**src/logic/vjf_pkg.sv**
```systemverilog
// Functional notes
// - Three-bit instruction; one decoder serves both write and read sides.
// - Push instruction writes exactly one value into the FIFO write port.
// - Pop instruction removes exactly one value from the FIFO read port.
// - Flush instruction reads in a burst until the FIFO reports empty.
// - Push chain shifts per test clock only under push with shift-data high.
// - Update-data under push yields a write pulse in the write clock domain.
// - Under pop the pop chain drives scan output and one read pulse issues.
// - Pop chain loads FIFO word on capture-data, shifts out on shift-data.
// - After flush is loaded, read request stays high until FIFO empty.
// - Under flush a one-bit bypass sits between scan input and output.
// - FIFO read and write ports run at 50 MHz.
// - Capture loads on rising test clock; update loads on falling edge.
package vjf_pkg;
    localparam int          IR_W      = 3;
    localparam int          DATA_W    = 8;
    localparam int          CLK_MHZ   = 250;
    localparam int          FIFO_MHZ  = 50;
    localparam int          FIFO_DIV  = CLK_MHZ / FIFO_MHZ;
    localparam logic [2:0]  OP_PUSH   = 3'h1;
    localparam logic [2:0]  OP_POP    = 3'h2;
    localparam logic [2:0]  OP_FLUSH  = 3'h3;
    localparam int          WB_ADR_W  = 4;
    localparam logic [3:0]  ADR_CTRL  = 4'h0;
    localparam logic [3:0]  ADR_STAT  = 4'h4;
    localparam logic [3:0]  ADR_COUNT = 4'h8;
    localparam logic [1:0]  CTRL_RST  = 2'h1;
    localparam int          CTRL_EN   = 0;
    localparam int          CTRL_CLR  = 1;

    typedef enum logic [1:0] {
        VJF_OP_NONE,
        VJF_OP_PUSH,
        VJF_OP_POP,
        VJF_OP_FLUSH
    } vjf_op_type;

    typedef enum logic {
        VJF_FL_IDLE,
        VJF_FL_RUN
    } vjf_fl_type;
endpackage : vjf_pkg

```
**src/logic/vjf_ctrl.sv**
```systemverilog
// Chosen here: the register addresses and the Wishbone interface to the registers.
`timescale 1ns/1ps
module vjf_ctrl
    import vjf_pkg::*;
(
    // Clock and reset
    input  wire logic                clk_i,
    input  wire logic                rst_i,
    // Scan hub side
    input  wire logic                tck_i,
    input  wire logic                tdi_i,
    input  wire logic [IR_W-1:0]     ir_in_i,
    input  wire logic                vs_cdr_i,
    input  wire logic                vs_sdr_i,
    input  wire logic                vs_udr_i,
    input  wire logic                vs_uir_i,
    output logic                     tdo_o,
    // FIFO side
    output logic                     fifo_tick_o,
    output logic                     fifo_wr_o,
    output logic [DATA_W-1:0]        fifo_wdata_o,
    output logic                     fifo_rd_o,
    input  wire logic [DATA_W-1:0]   fifo_rdata_i,
    input  wire logic                fifo_empty_i,
    // Wishbone slave
    input  wire logic                wb_cyc_i,
    input  wire logic                wb_stb_i,
    input  wire logic                wb_we_i,
    input  wire logic [WB_ADR_W-1:0] wb_adr_i,
    input  wire logic [3:0]          wb_sel_i,
    input  wire logic [31:0]         wb_dat_i,
    output logic [31:0]              wb_dat_o,
    output logic                     wb_ack_o
);
    localparam int SW = IR_W + 6;

    function automatic vjf_op_type op_decode(input logic [IR_W-1:0] ir);
        unique case (ir)
            OP_PUSH:  op_decode = VJF_OP_PUSH;
            OP_POP:   op_decode = VJF_OP_POP;
            OP_FLUSH: op_decode = VJF_OP_FLUSH;
            default:  op_decode = VJF_OP_NONE;
        endcase
    endfunction : op_decode

    logic [SW-1:0]     sync_s;
    logic              tck_s, tdi_s, cdr_s, sdr_s, udr_s, uir_s;
    logic [IR_W-1:0]   ir_s;
    logic              tck_d_reg;
    logic              tck_rise, tck_fall;
    vjf_op_type        op;
    logic [DATA_W-1:0] push_sh_reg;
    logic [DATA_W-1:0] push_hold_reg;
    logic [DATA_W-1:0] pop_sh_reg;
    logic              byp_reg;
    logic              wr_pend_reg;
    logic              pop_pend_reg;
    logic              pop_pulse_reg;
    logic              flush_req_reg;
    vjf_fl_type        fl_state_reg;
    logic              fl_start;
    logic [2:0]        div_reg;
    logic [1:0]        ctrl_reg;
    logic [15:0]       count_reg;
    logic              wb_req;
    logic [31:0]       rd_next;

    // Every hub signal crosses as a group so edges stay aligned
    vjf_sync #(
        .W (SW)
    ) u_sync (
        .clk_i (clk_i),
        .rst_i (rst_i),
        .d_i   ({tck_i, tdi_i, vs_cdr_i, vs_sdr_i, vs_udr_i, vs_uir_i,
                 ir_in_i}),
        .q_o   (sync_s)
    );

    assign {tck_s, tdi_s, cdr_s, sdr_s, udr_s, uir_s, ir_s} = sync_s;

    always_ff @(posedge clk_i) begin
        if (rst_i) begin
            tck_d_reg <= 1'b0;
        end else begin
            tck_d_reg <= tck_s;
        end
    end

    assign tck_rise = tck_s & ~tck_d_reg;
    assign tck_fall = ~tck_s & tck_d_reg;
    assign op       = op_decode(ir_s);
    assign fl_start = tck_fall & uir_s & (op == VJF_OP_FLUSH);

    // FIFO clock rate as an enable
    always_ff @(posedge clk_i) begin
        if (rst_i) begin
            div_reg <= 3'h0;
        end else if (div_reg == 3'(FIFO_DIV - 1)) begin
            div_reg <= 3'h0;
        end else begin
            div_reg <= div_reg + 3'h1;
        end
    end

    assign fifo_tick_o = (div_reg == 3'h0);

    // Push chain
    always_ff @(posedge clk_i) begin
        if (rst_i) begin
            push_sh_reg <= '0;
        end else if (tck_rise && sdr_s && op == VJF_OP_PUSH) begin
            push_sh_reg <= {tdi_s, push_sh_reg[DATA_W-1:1]};
        end
    end

    // Hold register loads on falling test clock edge
    always_ff @(posedge clk_i) begin
        if (rst_i) begin
            push_hold_reg <= '0;
        end else if (tck_fall && udr_s && op == VJF_OP_PUSH) begin
            push_hold_reg <= push_sh_reg;
        end
    end

    // Write request; a new update wins over the clear
    always_ff @(posedge clk_i) begin
        if (rst_i) begin
            wr_pend_reg <= 1'b0;
        end else if (tck_fall && udr_s && op == VJF_OP_PUSH) begin
            wr_pend_reg <= 1'b1;
        end else if (fifo_tick_o && !fifo_wr_o && ctrl_reg[CTRL_EN]) begin
            wr_pend_reg <= 1'b0;
        end
    end

    // One write, one FIFO period long
    always_ff @(posedge clk_i) begin
        if (rst_i) begin
            fifo_wr_o    <= 1'b0;
            fifo_wdata_o <= '0;
        end else if (fifo_tick_o) begin
            if (fifo_wr_o) begin
                fifo_wr_o <= 1'b0;
            end else if (wr_pend_reg && ctrl_reg[CTRL_EN]) begin
                fifo_wr_o    <= 1'b1;
                fifo_wdata_o <= push_hold_reg;
            end
        end
    end

    // Pop chain
    always_ff @(posedge clk_i) begin
        if (rst_i) begin
            pop_sh_reg <= '0;
        end else if (tck_rise && op == VJF_OP_POP) begin
            if (cdr_s) begin
                pop_sh_reg <= fifo_rdata_i;
            end else if (sdr_s) begin
                pop_sh_reg <= {tdi_s, pop_sh_reg[DATA_W-1:1]};
            end
        end
    end

    // Bypass bit for flush and unknown codes
    always_ff @(posedge clk_i) begin
        if (rst_i) begin
            byp_reg <= 1'b0;
        end else if (tck_rise && op != VJF_OP_PUSH && op != VJF_OP_POP) begin
            if (cdr_s) begin
                byp_reg <= 1'b0;
            end else if (sdr_s) begin
                byp_reg <= tdi_s;
            end
        end
    end

    // Scan output mux
    always_ff @(posedge clk_i) begin
        if (rst_i) begin
            tdo_o <= 1'b0;
        end else begin
            unique case (op)
                VJF_OP_PUSH: tdo_o <= push_sh_reg[0];
                VJF_OP_POP:  tdo_o <= pop_sh_reg[0];
                VJF_OP_FLUSH,
                VJF_OP_NONE: tdo_o <= byp_reg;
            endcase
        end
    end

    // Pop request on instruction update
    always_ff @(posedge clk_i) begin
        if (rst_i) begin
            pop_pend_reg <= 1'b0;
        end else if (tck_fall && uir_s && op == VJF_OP_POP) begin
            pop_pend_reg <= 1'b1;
        end else if (fifo_tick_o && !pop_pulse_reg && ctrl_reg[CTRL_EN]) begin
            pop_pend_reg <= 1'b0;
        end
    end

    always_ff @(posedge clk_i) begin
        if (rst_i) begin
            pop_pulse_reg <= 1'b0;
        end else if (fifo_tick_o) begin
            if (pop_pulse_reg) begin
                pop_pulse_reg <= 1'b0;
            end else if (pop_pend_reg && ctrl_reg[CTRL_EN]) begin
                pop_pulse_reg <= 1'b1;
            end
        end
    end

    // Flush burst
    always_ff @(posedge clk_i) begin
        if (rst_i) begin
            fl_state_reg <= VJF_FL_IDLE;
        end else begin
            unique case (fl_state_reg)
                VJF_FL_IDLE:
                    if (fl_start) begin
                        fl_state_reg <= VJF_FL_RUN;
                    end
                VJF_FL_RUN:
                    if (!fl_start && fifo_tick_o && fifo_empty_i) begin
                        fl_state_reg <= VJF_FL_IDLE;
                    end
            endcase
        end
    end

    // Request held across reads until empty
    always_ff @(posedge clk_i) begin
        if (rst_i) begin
            flush_req_reg <= 1'b0;
        end else if (fifo_tick_o) begin
            flush_req_reg <= (fl_state_reg == VJF_FL_RUN) && !fifo_empty_i
                             && ctrl_reg[CTRL_EN];
        end
    end

    assign fifo_rd_o = pop_pulse_reg | flush_req_reg;

    // Wishbone: ack one cycle after the strobe, dropped the next
    assign wb_req = wb_cyc_i & wb_stb_i & ~wb_ack_o;

    always_ff @(posedge clk_i) begin
        if (rst_i) begin
            wb_ack_o <= 1'b0;
        end else begin
            wb_ack_o <= wb_req;
        end
    end

    always_ff @(posedge clk_i) begin
        if (rst_i) begin
            ctrl_reg <= CTRL_RST;
        end else if (wb_ack_o && wb_cyc_i && wb_stb_i && wb_we_i
                     && wb_sel_i[0] && wb_adr_i == ADR_CTRL) begin
            ctrl_reg <= wb_dat_i[1:0];
        end
    end

    // Count of writes handed to the FIFO; clear bit restarts it
    always_ff @(posedge clk_i) begin
        if (rst_i || ctrl_reg[CTRL_CLR]) begin
            count_reg <= 16'h0000;
        end else if (fifo_tick_o && !fifo_wr_o && wr_pend_reg
                     && ctrl_reg[CTRL_EN]) begin
            count_reg <= count_reg + 16'h0001;
        end
    end

    always_comb begin
        rd_next = 32'h0000_0000;
        unique case (wb_adr_i)
            ADR_CTRL:  rd_next = {30'h0, ctrl_reg};
            ADR_STAT:  rd_next = {16'h0, push_hold_reg, 1'b0,
                                  wr_pend_reg, pop_pend_reg,
                                  fl_state_reg == VJF_FL_RUN, 1'b0, ir_s};
            ADR_COUNT: rd_next = {16'h0, count_reg};
            default:   rd_next = 32'h0000_0000;
        endcase
    end

    always_ff @(posedge clk_i) begin
        if (rst_i) begin
            wb_dat_o <= 32'h0000_0000;
        end else if (wb_req && !wb_we_i) begin
            wb_dat_o <= rd_next;
        end
    end

    // Assertions
    property p_push_shift;
        @(posedge clk_i) disable iff (rst_i)
        tck_rise && sdr_s && op == VJF_OP_PUSH |=>
            push_sh_reg == {$past(tdi_s), $past(push_sh_reg[DATA_W-1:1])};
    endproperty
    a_push_shift: assert property (p_push_shift)
        else $error("push chain did not shift");

    property p_push_quiet;
        @(posedge clk_i) disable iff (rst_i)
        !(tck_rise && sdr_s && op == VJF_OP_PUSH) |=> $stable(push_sh_reg);
    endproperty
    a_push_quiet: assert property (p_push_quiet)
        else $error("push chain moved outside shift");

    property p_update;
        @(posedge clk_i) disable iff (rst_i)
        tck_fall && udr_s && op == VJF_OP_PUSH |=>
            wr_pend_reg && push_hold_reg == $past(push_sh_reg);
    endproperty
    a_update: assert property (p_update)
        else $error("update did not latch push value");

    property p_wr_width;
        @(posedge clk_i) disable iff (rst_i)
        $rose(fifo_wr_o) |-> fifo_wr_o[*5] ##1 !fifo_wr_o;
    endproperty
    a_wr_width: assert property (p_wr_width)
        else $error("write pulse not one FIFO period");

    property p_wr_data;
        @(posedge clk_i) disable iff (rst_i)
        $rose(fifo_wr_o) |-> fifo_wdata_o == $past(push_hold_reg)
            && $past(wr_pend_reg);
    endproperty
    a_wr_data: assert property (p_wr_data)
        else $error("write without request or wrong data");

    property p_pop_cap;
        @(posedge clk_i) disable iff (rst_i)
        tck_rise && cdr_s && op == VJF_OP_POP |=>
            pop_sh_reg == $past(fifo_rdata_i);
    endproperty
    a_pop_cap: assert property (p_pop_cap)
        else $error("pop chain missed FIFO word");

    property p_pop_tdo;
        @(posedge clk_i) disable iff (rst_i)
        op == VJF_OP_POP |=> tdo_o == $past(pop_sh_reg[0]);
    endproperty
    a_pop_tdo: assert property (p_pop_tdo)
        else $error("scan output not from pop chain");

    property p_pop_pulse;
        @(posedge clk_i) disable iff (rst_i)
        $rose(pop_pulse_reg) |-> pop_pulse_reg[*5] ##1 !pop_pulse_reg;
    endproperty
    a_pop_pulse: assert property (p_pop_pulse)
        else $error("pop pulse not one FIFO period");

    property p_flush_hold;
        @(posedge clk_i) disable iff (rst_i)
        fl_state_reg == VJF_FL_RUN && fifo_tick_o && !fifo_empty_i
            && ctrl_reg[CTRL_EN] |=> fifo_rd_o;
    endproperty
    a_flush_hold: assert property (p_flush_hold)
        else $error("flush dropped read request early");

    property p_flush_end;
        @(posedge clk_i) disable iff (rst_i)
        fl_state_reg == VJF_FL_RUN && fifo_tick_o && fifo_empty_i
            && !fl_start |=> fl_state_reg == VJF_FL_IDLE && !flush_req_reg;
    endproperty
    a_flush_end: assert property (p_flush_end)
        else $error("flush did not stop on empty");

    property p_bypass;
        @(posedge clk_i) disable iff (rst_i)
        tck_rise && sdr_s && !cdr_s && op == VJF_OP_FLUSH |=>
            byp_reg == $past(tdi_s) ##1 tdo_o == $past(byp_reg);
    endproperty
    a_bypass: assert property (p_bypass)
        else $error("bypass bit broken under flush");

    c_push:  cover property (@(posedge clk_i) $rose(fifo_wr_o));
    c_pop:   cover property (@(posedge clk_i) $rose(pop_pulse_reg));
    c_flush: cover property (@(posedge clk_i)
        fl_state_reg == VJF_FL_RUN ##1 fl_state_reg == VJF_FL_IDLE);
endmodule : vjf_ctrl

```
**src/logic/vjf_sync.sv**
```systemverilog
`timescale 1ns/1ps
module vjf_sync #(
    parameter int W = 1
) (
    // Clock and reset
    input  wire logic         clk_i,
    input  wire logic         rst_i,
    // Data
    input  wire logic [W-1:0] d_i,
    output logic      [W-1:0] q_o
);
    logic [W-1:0] meta_reg;

    // First stage read only by the second
    always_ff @(posedge clk_i) begin
        if (rst_i) begin
            meta_reg <= '0;
            q_o      <= '0;
        end else begin
            meta_reg <= d_i;
            q_o      <= meta_reg;
        end
    end
endmodule : vjf_sync

```
**config.mk**
```make
export PLATFORM = sky130hd
export DESIGN_NAME = vjf_ctrl
export DESIGN_NICKNAME = d
export VERILOG_FILES = /design/src/logic/vjf_pkg.sv /design/src/logic/vjf_ctrl.sv /design/src/logic/vjf_sync.sv
export SDC_FILE = /design/constraint.sdc
export NUM_CORES = 1
export LEC_CHECK = 0
export BUFFER_PORTS_ARGS = -buffer_cell sky130_fd_sc_hd__buf_4
export CORE_MARGIN = 2
export CORE_UTILIZATION = 45
export CTS_CLUSTER_DIAMETER = 50
export DETAILED_ROUTE_END_ITERATION = 16
export PLACE_DENSITY_LB_ADDON = 0.2
export SYNTH_ARGS = -nofsm -noshare
export SYNTH_HDL_FRONTEND = slang
export SYNTH_SLANG_ARGS = --single-unit
```
**constraint.sdc**
```tcl
create_clock -name clk_i -period 1.43 [get_ports clk_i]
set_input_delay 0 -clock clk_i [delete_from_list [all_inputs] [get_ports clk_i]]
set_output_delay 0 -clock clk_i [all_outputs]
set_load 0.1 [all_outputs]
```
==> results of run 1 <==
## placed cells by master (no fill, tap or decap), types with 4 or more instances in the layout
master,Yosys,final
sky130_fd_sc_hd__a211oi_1,8,5
sky130_fd_sc_hd__a21oi_1,40,38
sky130_fd_sc_hd__a22oi_1,14,14
sky130_fd_sc_hd__buf_4,17,103
sky130_fd_sc_hd__clkbuf_8,0,10
sky130_fd_sc_hd__clkinvlp_4,0,4
sky130_fd_sc_hd__conb_1,1,16
sky130_fd_sc_hd__dfxtp_1,97,87
sky130_fd_sc_hd__dfxtp_2,0,8
sky130_fd_sc_hd__dlygate4sd3_1,0,22
sky130_fd_sc_hd__ha_4,0,4
sky130_fd_sc_hd__inv_1,10,5
sky130_fd_sc_hd__inv_2,0,4
sky130_fd_sc_hd__mux2i_1,13,13
sky130_fd_sc_hd__nand2_1,67,65
sky130_fd_sc_hd__nand3_1,8,6
sky130_fd_sc_hd__nand4b_1,5,5
sky130_fd_sc_hd__nor2_1,34,34
sky130_fd_sc_hd__nor2b_1,22,22
sky130_fd_sc_hd__nor3_1,8,5
sky130_fd_sc_hd__nor3_4,2,4
sky130_fd_sc_hd__o2bb2ai_1,14,14
sky130_fd_sc_hd__or3_1,5,4
sky130_fd_sc_hd__xnor2_1,10,9
## cell families after synthesis
family,count (synthesis)
AO/OA/AOI/OAI,86
other,1
flip-flops,97
buffers and inverters,47
AND/OR/NAND/NOR,175
XOR/XNOR,10
multiplexers,13
adder cells (fa/ha/maj),6
## Yosys cell counts, types with 3 or more instances
master	instances
sky130_fd_sc_hd__xnor2_1	10
sky130_fd_sc_hd__a21oi_1	40
sky130_fd_sc_hd__and2_1	3
sky130_fd_sc_hd__dfxtp_1	97
sky130_fd_sc_hd__nor2b_1	22
sky130_fd_sc_hd__ha_1	6
sky130_fd_sc_hd__nor4_1	5
sky130_fd_sc_hd__or3_1	5
sky130_fd_sc_hd__buf_2	6
sky130_fd_sc_hd__o2bb2ai_1	14
sky130_fd_sc_hd__buf_1	3
sky130_fd_sc_hd__inv_1	10
sky130_fd_sc_hd__nand4b_1	5
sky130_fd_sc_hd__nand2_1	67
sky130_fd_sc_hd__a22oi_1	14
sky130_fd_sc_hd__buf_4	17
sky130_fd_sc_hd__o21ai_0	3
sky130_fd_sc_hd__nand2b_1	3
sky130_fd_sc_hd__nand3_1	8
sky130_fd_sc_hd__clkbuf_1	8
sky130_fd_sc_hd__nor3_1	8
sky130_fd_sc_hd__mux2i_1	13
sky130_fd_sc_hd__nor2_1	34
sky130_fd_sc_hd__a211oi_1	8
## per-layer routing
| metal | vias up | wire (um) | part of all wire [%] |
|---|---|---|---|
| li1 | 1705 | - | - |
| met1 | 1617 | 3890 | 42 |
| met2 | 106 | 4740 | 51 |
| met3 | 12 | 592 | 6.3 |
| met4 | 0 | 139 | 1.5 |
| met5 | - | 0 | 0 |
## area by class of cell
cell class	count	area (um^2)	share of cell area, %
Tap cell	108	135	2.50
Clock inverter	5	37.5	0.695
Multi-Input combinational cell	306	2010	37.1
Sequential cell	97	1960	36.3
Timing Repair Buffer	130	1080	20.0
Inverter	10	41.3	0.764
Clock buffer	11	141	2.62
## where the power goes
group	internal (mW)	switching, mW
logic	0.225	0.411
clock network	0.688	0.975
registers	2.73	0.0182
## through the flow
| stage | setup slack, ps | hold WS, ps | cell area, um^2 | setup TNS (ps) |
|---|---|---|---|---|
| after CTS | -43.4 | 15.7 | 5230 | -242 |
| after floorplan | -168 | 118 | 4080 | -601 |
| after detailed placement | -115 | 215 | 4700 | -557 |
| after global routing | -116 | 41.2 | 5400 | -976 |
| after global placement | -51.7 | 209 | 4700 | -51.7 |
| final | -55.2 | 31.8 | 5400 | -262 |
## worst min path at each step
stage                           start            endpoint  slack [ps]  depth (start not counted)
after floorplan           wb_dat_i[0]         ctrl_reg[0]         120                          1
after global placement       vs_cdr_i  u_sync.meta_reg[6]         210                          2
after detailed placement  wb_dat_i[0]         ctrl_reg[0]         210                          2
after CTS                       rst_i       count_reg[13]          20                          3
after global routing            rst_i       count_reg[12]          40                          3
final                           rst_i       count_reg[13]          30                          3
## repair_timing
item,CTS,global route
setup buffers,6,6
cloned,0,1
pin swaps,5,9
gates resized for setup,23,21
hold buffers,22,0
endpoints found under the hold margin,25,0
endpoints found under the setup margin,44,50
## worst min-delay path: stages
cell and delay, ps:
sky130_fd_sc_hd__buf_4 160, sky130_fd_sc_hd__or3_1 120, sky130_fd_sc_hd__mux2i_1 60
==> impl_metrics.toml, run 1 <==
[run_status]
run_status = "finished, violations left"
violations = "negative setup slack"

[global_routing]
number_of_antenna_violations_at_the_first_check_in_global_routing = 0
globalRouteMet3Util_pct = 3.79
grt_use_met2_pct = 33.7
met1_usage_pct = 23.7
grt_first_pass_wirelength_um = 15000
first_global_vias = 3225
grt_busiest_layer = "met2"
globalRouteOverflowTotal = 0
pin_count_of_the_biggest_net_entering_global_routing = 36
global_route.usage.total_pct = 19.4

[clocking]
clock_sink_count = 97
cts_tree = "done"
clock_tree.buffer_depth = 2
htree_num_levels = 3
worst_skew_late_latency_ps = 370
cts_inserted_buffers = 9
cts.reportedPaths.clkPinSlew_ps = 100
cts_root_buffer = "sky130_fd_sc_hd__clkbuf_8"

[synthesis]
yosys.area.top_type = "sky130_fd_sc_hd__dfxtp_1"
synth.top_cells.by_area = "sky130_fd_sc_hd__dfxtp_1 49%, sky130_fd_sc_hd__nand2_1 6.3%, sky130_fd_sc_hd__a21oi_1 5.0%, sky130_fd_sc_hd__nor2b_1 3.5%, sky130_fd_sc_hd__mux2i_1 3.3%"
synth_xor_xnor_area_share_pct = 2.20
yosys.area_share.adder_pct = 1.89
synth_top_family_by_area = "simple AND/OR/NAND/NOR gates"
syn_inst = 435
yosys_register_bits = 97
post_synth_mux_area_share_pct = 3.28
synth_top_area_share_pct = 48.9
asyncSetResetFlopFracSynth_pct = 0
postSynth.topFlopCell = "sky130_fd_sc_hd__dfxtp_1"
synth_seq_area_share_pct = 48.9
syn_area_per_cell_um2 = 9.13
synthDistinctLibCells = 44
synth_compound_gate_area_share_pct = 14.2
number_of_flops_mapped_to_enable_cells_by_yosys = 0
yosysWarningCount = 0
syn-cell-area_mm2 = 0.00397
synth_simple_gate_area_share_pct = 22.8

[sta]
final.min_clock_period_ps = 1490
final-max-slew-violation-count = 0
hold_violations = 0
slew_of_the_pin_with_the_lowest_slew_margin_ps = 511
pnr_worst_setup_slack_ps = -55.2
clock-skew-final_ps = 15.3
grt_setup_unrepaired = "yes"
layout_worst_path_cycle_share_pct = 104
setup_violations = 7
max_slew_margin_pct = 65.0
clock.fmax_mhz = 673

[final_layout]
fin_util_pct = 62.5
stdcell_count = 667
n_antenna_cell = 0
layout.filler_cells = 734
post_route_cells_drive_above_1_share_pct = 31.1
design.final.nets = 623
area_delta_synth_final_pct = 36.0

[setup_path]
launching_element_type_of_the_critical_path = "flip-flop"
crit_path_end_kind = "flip-flop"
worstPathMaxFanout = 4
timing.critical_path.cells = "inv_2 -> ha_4 -> nand4b_1 -> buf_4 -> nor4_1 -> xnor2_1 -> nor2_1"
r2r_slack_ps = -60
critPathBufInv = 2
path_class = "reg -> reg"
worstPathArrival_ps = 1750
r2r_end = "count_reg[9]"
critical-path-max-stage-delay_ps = 340
timing.critical_path.slowest_stage_cell = "sky130_fd_sc_hd__dfxtp_2"
critPathRequiredTime_ps = 1700
endpoint = "count_reg[9]"
worstSetupPathDepth = 7
startpoint = "div_reg[0]"
critPathTopFamily = "simple AND/OR/NAND/NOR gates"
r2r_cells = 7
r2r-start = "div_reg[0]"

[floorplanning]
die-width_um = 98.0
dieArea_mm2 = 0.00960
floorplan.initialDensity_pct = 46.0
pin_count = 108
std_cell_rows = 34
fp.dieH_um = 98.0
floorplan.core_area_mm2 = 0.00864

[route]
detail_route.first_pass.iterations = 4
detail_route.iter0.violations = 114
vias = 3440
antenna_violating_nets_post_route = 0
route.detailed.vias_per_inst = 5.16
routedWlPerCell_um = 14.0
drc = 0
postRouteWirelength_um = 9370

[place]
placed_cells = 616
place_congestion = 0.838
dpl.hpwl_um = 6170
io_buffer_count = 58

[power_and_ir_drop]
leakagePower_nw = 2.10
finalPower_mw = 5.05
worst_ir_drop_vdd_mv = 0.656
pwr_density_cell_mw_per_mm2 = 935

[flow_run]
maxCapViolations = 0

[worst_hold_path]
timing.hold.worst.class = "in -> reg"
Power figures use the tool's default switching activity.
==> run 2, diff against run 1 <==
--- a/config.mk
+++ b/config.mk
@@ -7,7 +7,7 @@
 export LEC_CHECK = 0
 export BUFFER_PORTS_ARGS = -buffer_cell sky130_fd_sc_hd__buf_4
 export CORE_MARGIN = 2
-export CORE_UTILIZATION = 45
+export CORE_UTILIZATION = 40
 export CTS_CLUSTER_DIAMETER = 50
 export DETAILED_ROUTE_END_ITERATION = 16
 export PLACE_DENSITY_LB_ADDON = 0.2
==> impl_metrics.toml, run 2 (synthesis results as in run 1) <==
[route]
drc = 0
route.detailed.vias_per_inst = 4.84
detail_route.first_pass.iterations = 4
routedWlPerCell_um = 13.3
postRouteWirelength_um = 9110
antenna_violating_nets_post_route = 0
detail_route.iter0.violations = 128
vias = 3323

[global_routing]
globalRouteOverflowTotal = 0
number_of_antenna_violations_at_the_first_check_in_global_routing = 0
grt_first_pass_wirelength_um = 14800
global_route.usage.total_pct = 16.8
first_global_vias = 3111
pin_count_of_the_biggest_net_entering_global_routing = 32

[sta]
hold_violations = 0
pnr_worst_setup_slack_ps = -119
setup_violations = 18
max_slew_margin_pct = 61.9
layout_worst_path_cycle_share_pct = 108
fin_tns_setup_ps = -838
clock-skew-final_ps = 9.40
slew_of_the_pin_with_the_lowest_slew_margin_ps = 558
clock.fmax_mhz = 646
hold_slack_ps = 29.8
final.min_clock_period_ps = 1550
final-max-slew-violation-count = 0
grt_setup_unrepaired = "yes"

[worst_hold_path]
timing.hold.worst.class = "in -> reg"

[run_status]
run_status = "finished, violations left"
violations = "negative setup slack"

[flow_run]
maxCapViolations = 0

[floorplanning]
std_cell_rows = 36
die-width_um = 104
pin_count = 108
fp.dieH_um = 104
floorplan.core_area_mm2 = 0.00968
floorplan.initialDensity_pct = 41.0
dieArea_mm2 = 0.0107

[final_layout]
design.final.nets = 617
area_delta_synth_final_pct = 36.7
fin_util_pct = 56.1
post_route_cells_drive_above_1_share_pct = 31.1
layout.cells.most_common_list = "93 x sky130_fd_sc_hd__buf_4, 89 x sky130_fd_sc_hd__dfxtp_1, 59 x sky130_fd_sc_hd__nand2_1"
layout_commonest_cell = "sky130_fd_sc_hd__buf_4"
n_antenna_cell = 0

[setup_path]
crit_path_end_kind = "output port"
path_class = "reg -> out"
worstPathMaxFanout = 4
timing.critical_path.cells = "inv_2 -> ha_4 -> buf_4 -> nand2b_4 -> buf_8 -> clkinvlp_4 -> buf_12"
worstPathArrival_ps = 1550
critPathTopFamily = "buffers and inverters"
launching_element_type_of_the_critical_path = "flip-flop"
critPathBufInv = 5
critical-path-max-stage-delay_ps = 350
critPathRequiredTime_ps = 1430
timing.critical_path.slowest_stage_cell = "sky130_fd_sc_hd__dfxtp_2"

[place]
dp_worst_setup_slack_ps = -53.4
dpl.hpwl_um = 6110
io_buffer_count = 58
place_congestion = 0.762

[clocking]
worst_skew_late_latency_ps = 360
cts_root_buffer = "sky130_fd_sc_hd__clkbuf_8"
cts.reportedPaths.clkPinSlew_ps = 90
cts_inserted_buffers = 9
htree_num_levels = 3
clock_tree.buffer_depth = 2
cts_tree = "done"
clock_sink_count = 97

[power_and_ir_drop]
leakagePower_nw = 2.13
finalPower_mw = 5.07
pwr_density_cell_mw_per_mm2 = 935
worst_ir_drop_vdd_mv = 0.477
run 2: cell count changes in the layout (fill, tap and decap cells not counted), moves of 3 or more:
| cell | delta |
|---|---|
| sky130_fd_sc_hd__buf_4 | -10 |
| sky130_fd_sc_hd__nand2_1 | -6 |
| sky130_fd_sc_hd__nand2_2 | +5 |
| sky130_fd_sc_hd__ha_4 | -3 |
run 2: routing by layer:
metal  vias up  track usage [%]  routed length, um  part of all wire, %
met5         -                0                  0                    0
met4         0             7.43                138                  1.5
met3        10             2.64                349                  3.8
met2        72             26.4               4130                   45
met1      1545             22.8               4490                   49
li1       1696                -                  -                    -
run 2: worst register-to-register path: stages, from the launching register on:
cell and delay (ps):
sky130_fd_sc_hd__dfxtp_4 380, sky130_fd_sc_hd__nand4b_1 370, sky130_fd_sc_hd__nor3_2 330, sky130_fd_sc_hd__a31oi_1 140, sky130_fd_sc_hd__a41o_1 230
run 2: timing repair:
item	in CTS	in global routing
endpoints found under the hold margin	24	0
buffers inserted	5	5
pin swaps	4	13
resized for setup	12	42
cloned	1	1
hold buffers	22	0
setup endpoints to repair	29	67
run 2: final timing paths:
kind                   endpoint          startpoint  slack, ps  depth (start not counted)
setup / recovery    fifo_tick_o          div_reg[0]       -120                          7
hold / removal    pop_sh_reg[2]     fifo_rdata_i[2]         30                          3
setup reg to reg  count_reg[15]           fifo_wr_o       -110                          4
hold reg to reg   u_sync.q_o[3]  u_sync.meta_reg[3]        440                          1
run 2: cell type report:
type                       instances  area [um^2]
fill                             882         4260
sequential                        97         1960
tap                              133          166
clock buffer                      10          128
clock inverter                     6         48.8
multi-input combinational        307         2040
inverter                          10         41.3
timing repair buffer             123         1050
run 2: through the flow:
step	std cells	cell area, um^2
6_report	686	5430
3_5_place_dp	636	4690
4_1_cts	680	5210
2_1_floorplan	450	4080
3_3_place_gp	636	4690
5_1_grt	686	5430
run 2: where the power goes:
group | switching [mW] | internal, mW
Combinational | 0.424 | 0.254
Sequential | 0.0178 | 2.73
Clock | 0.990 | 0.657
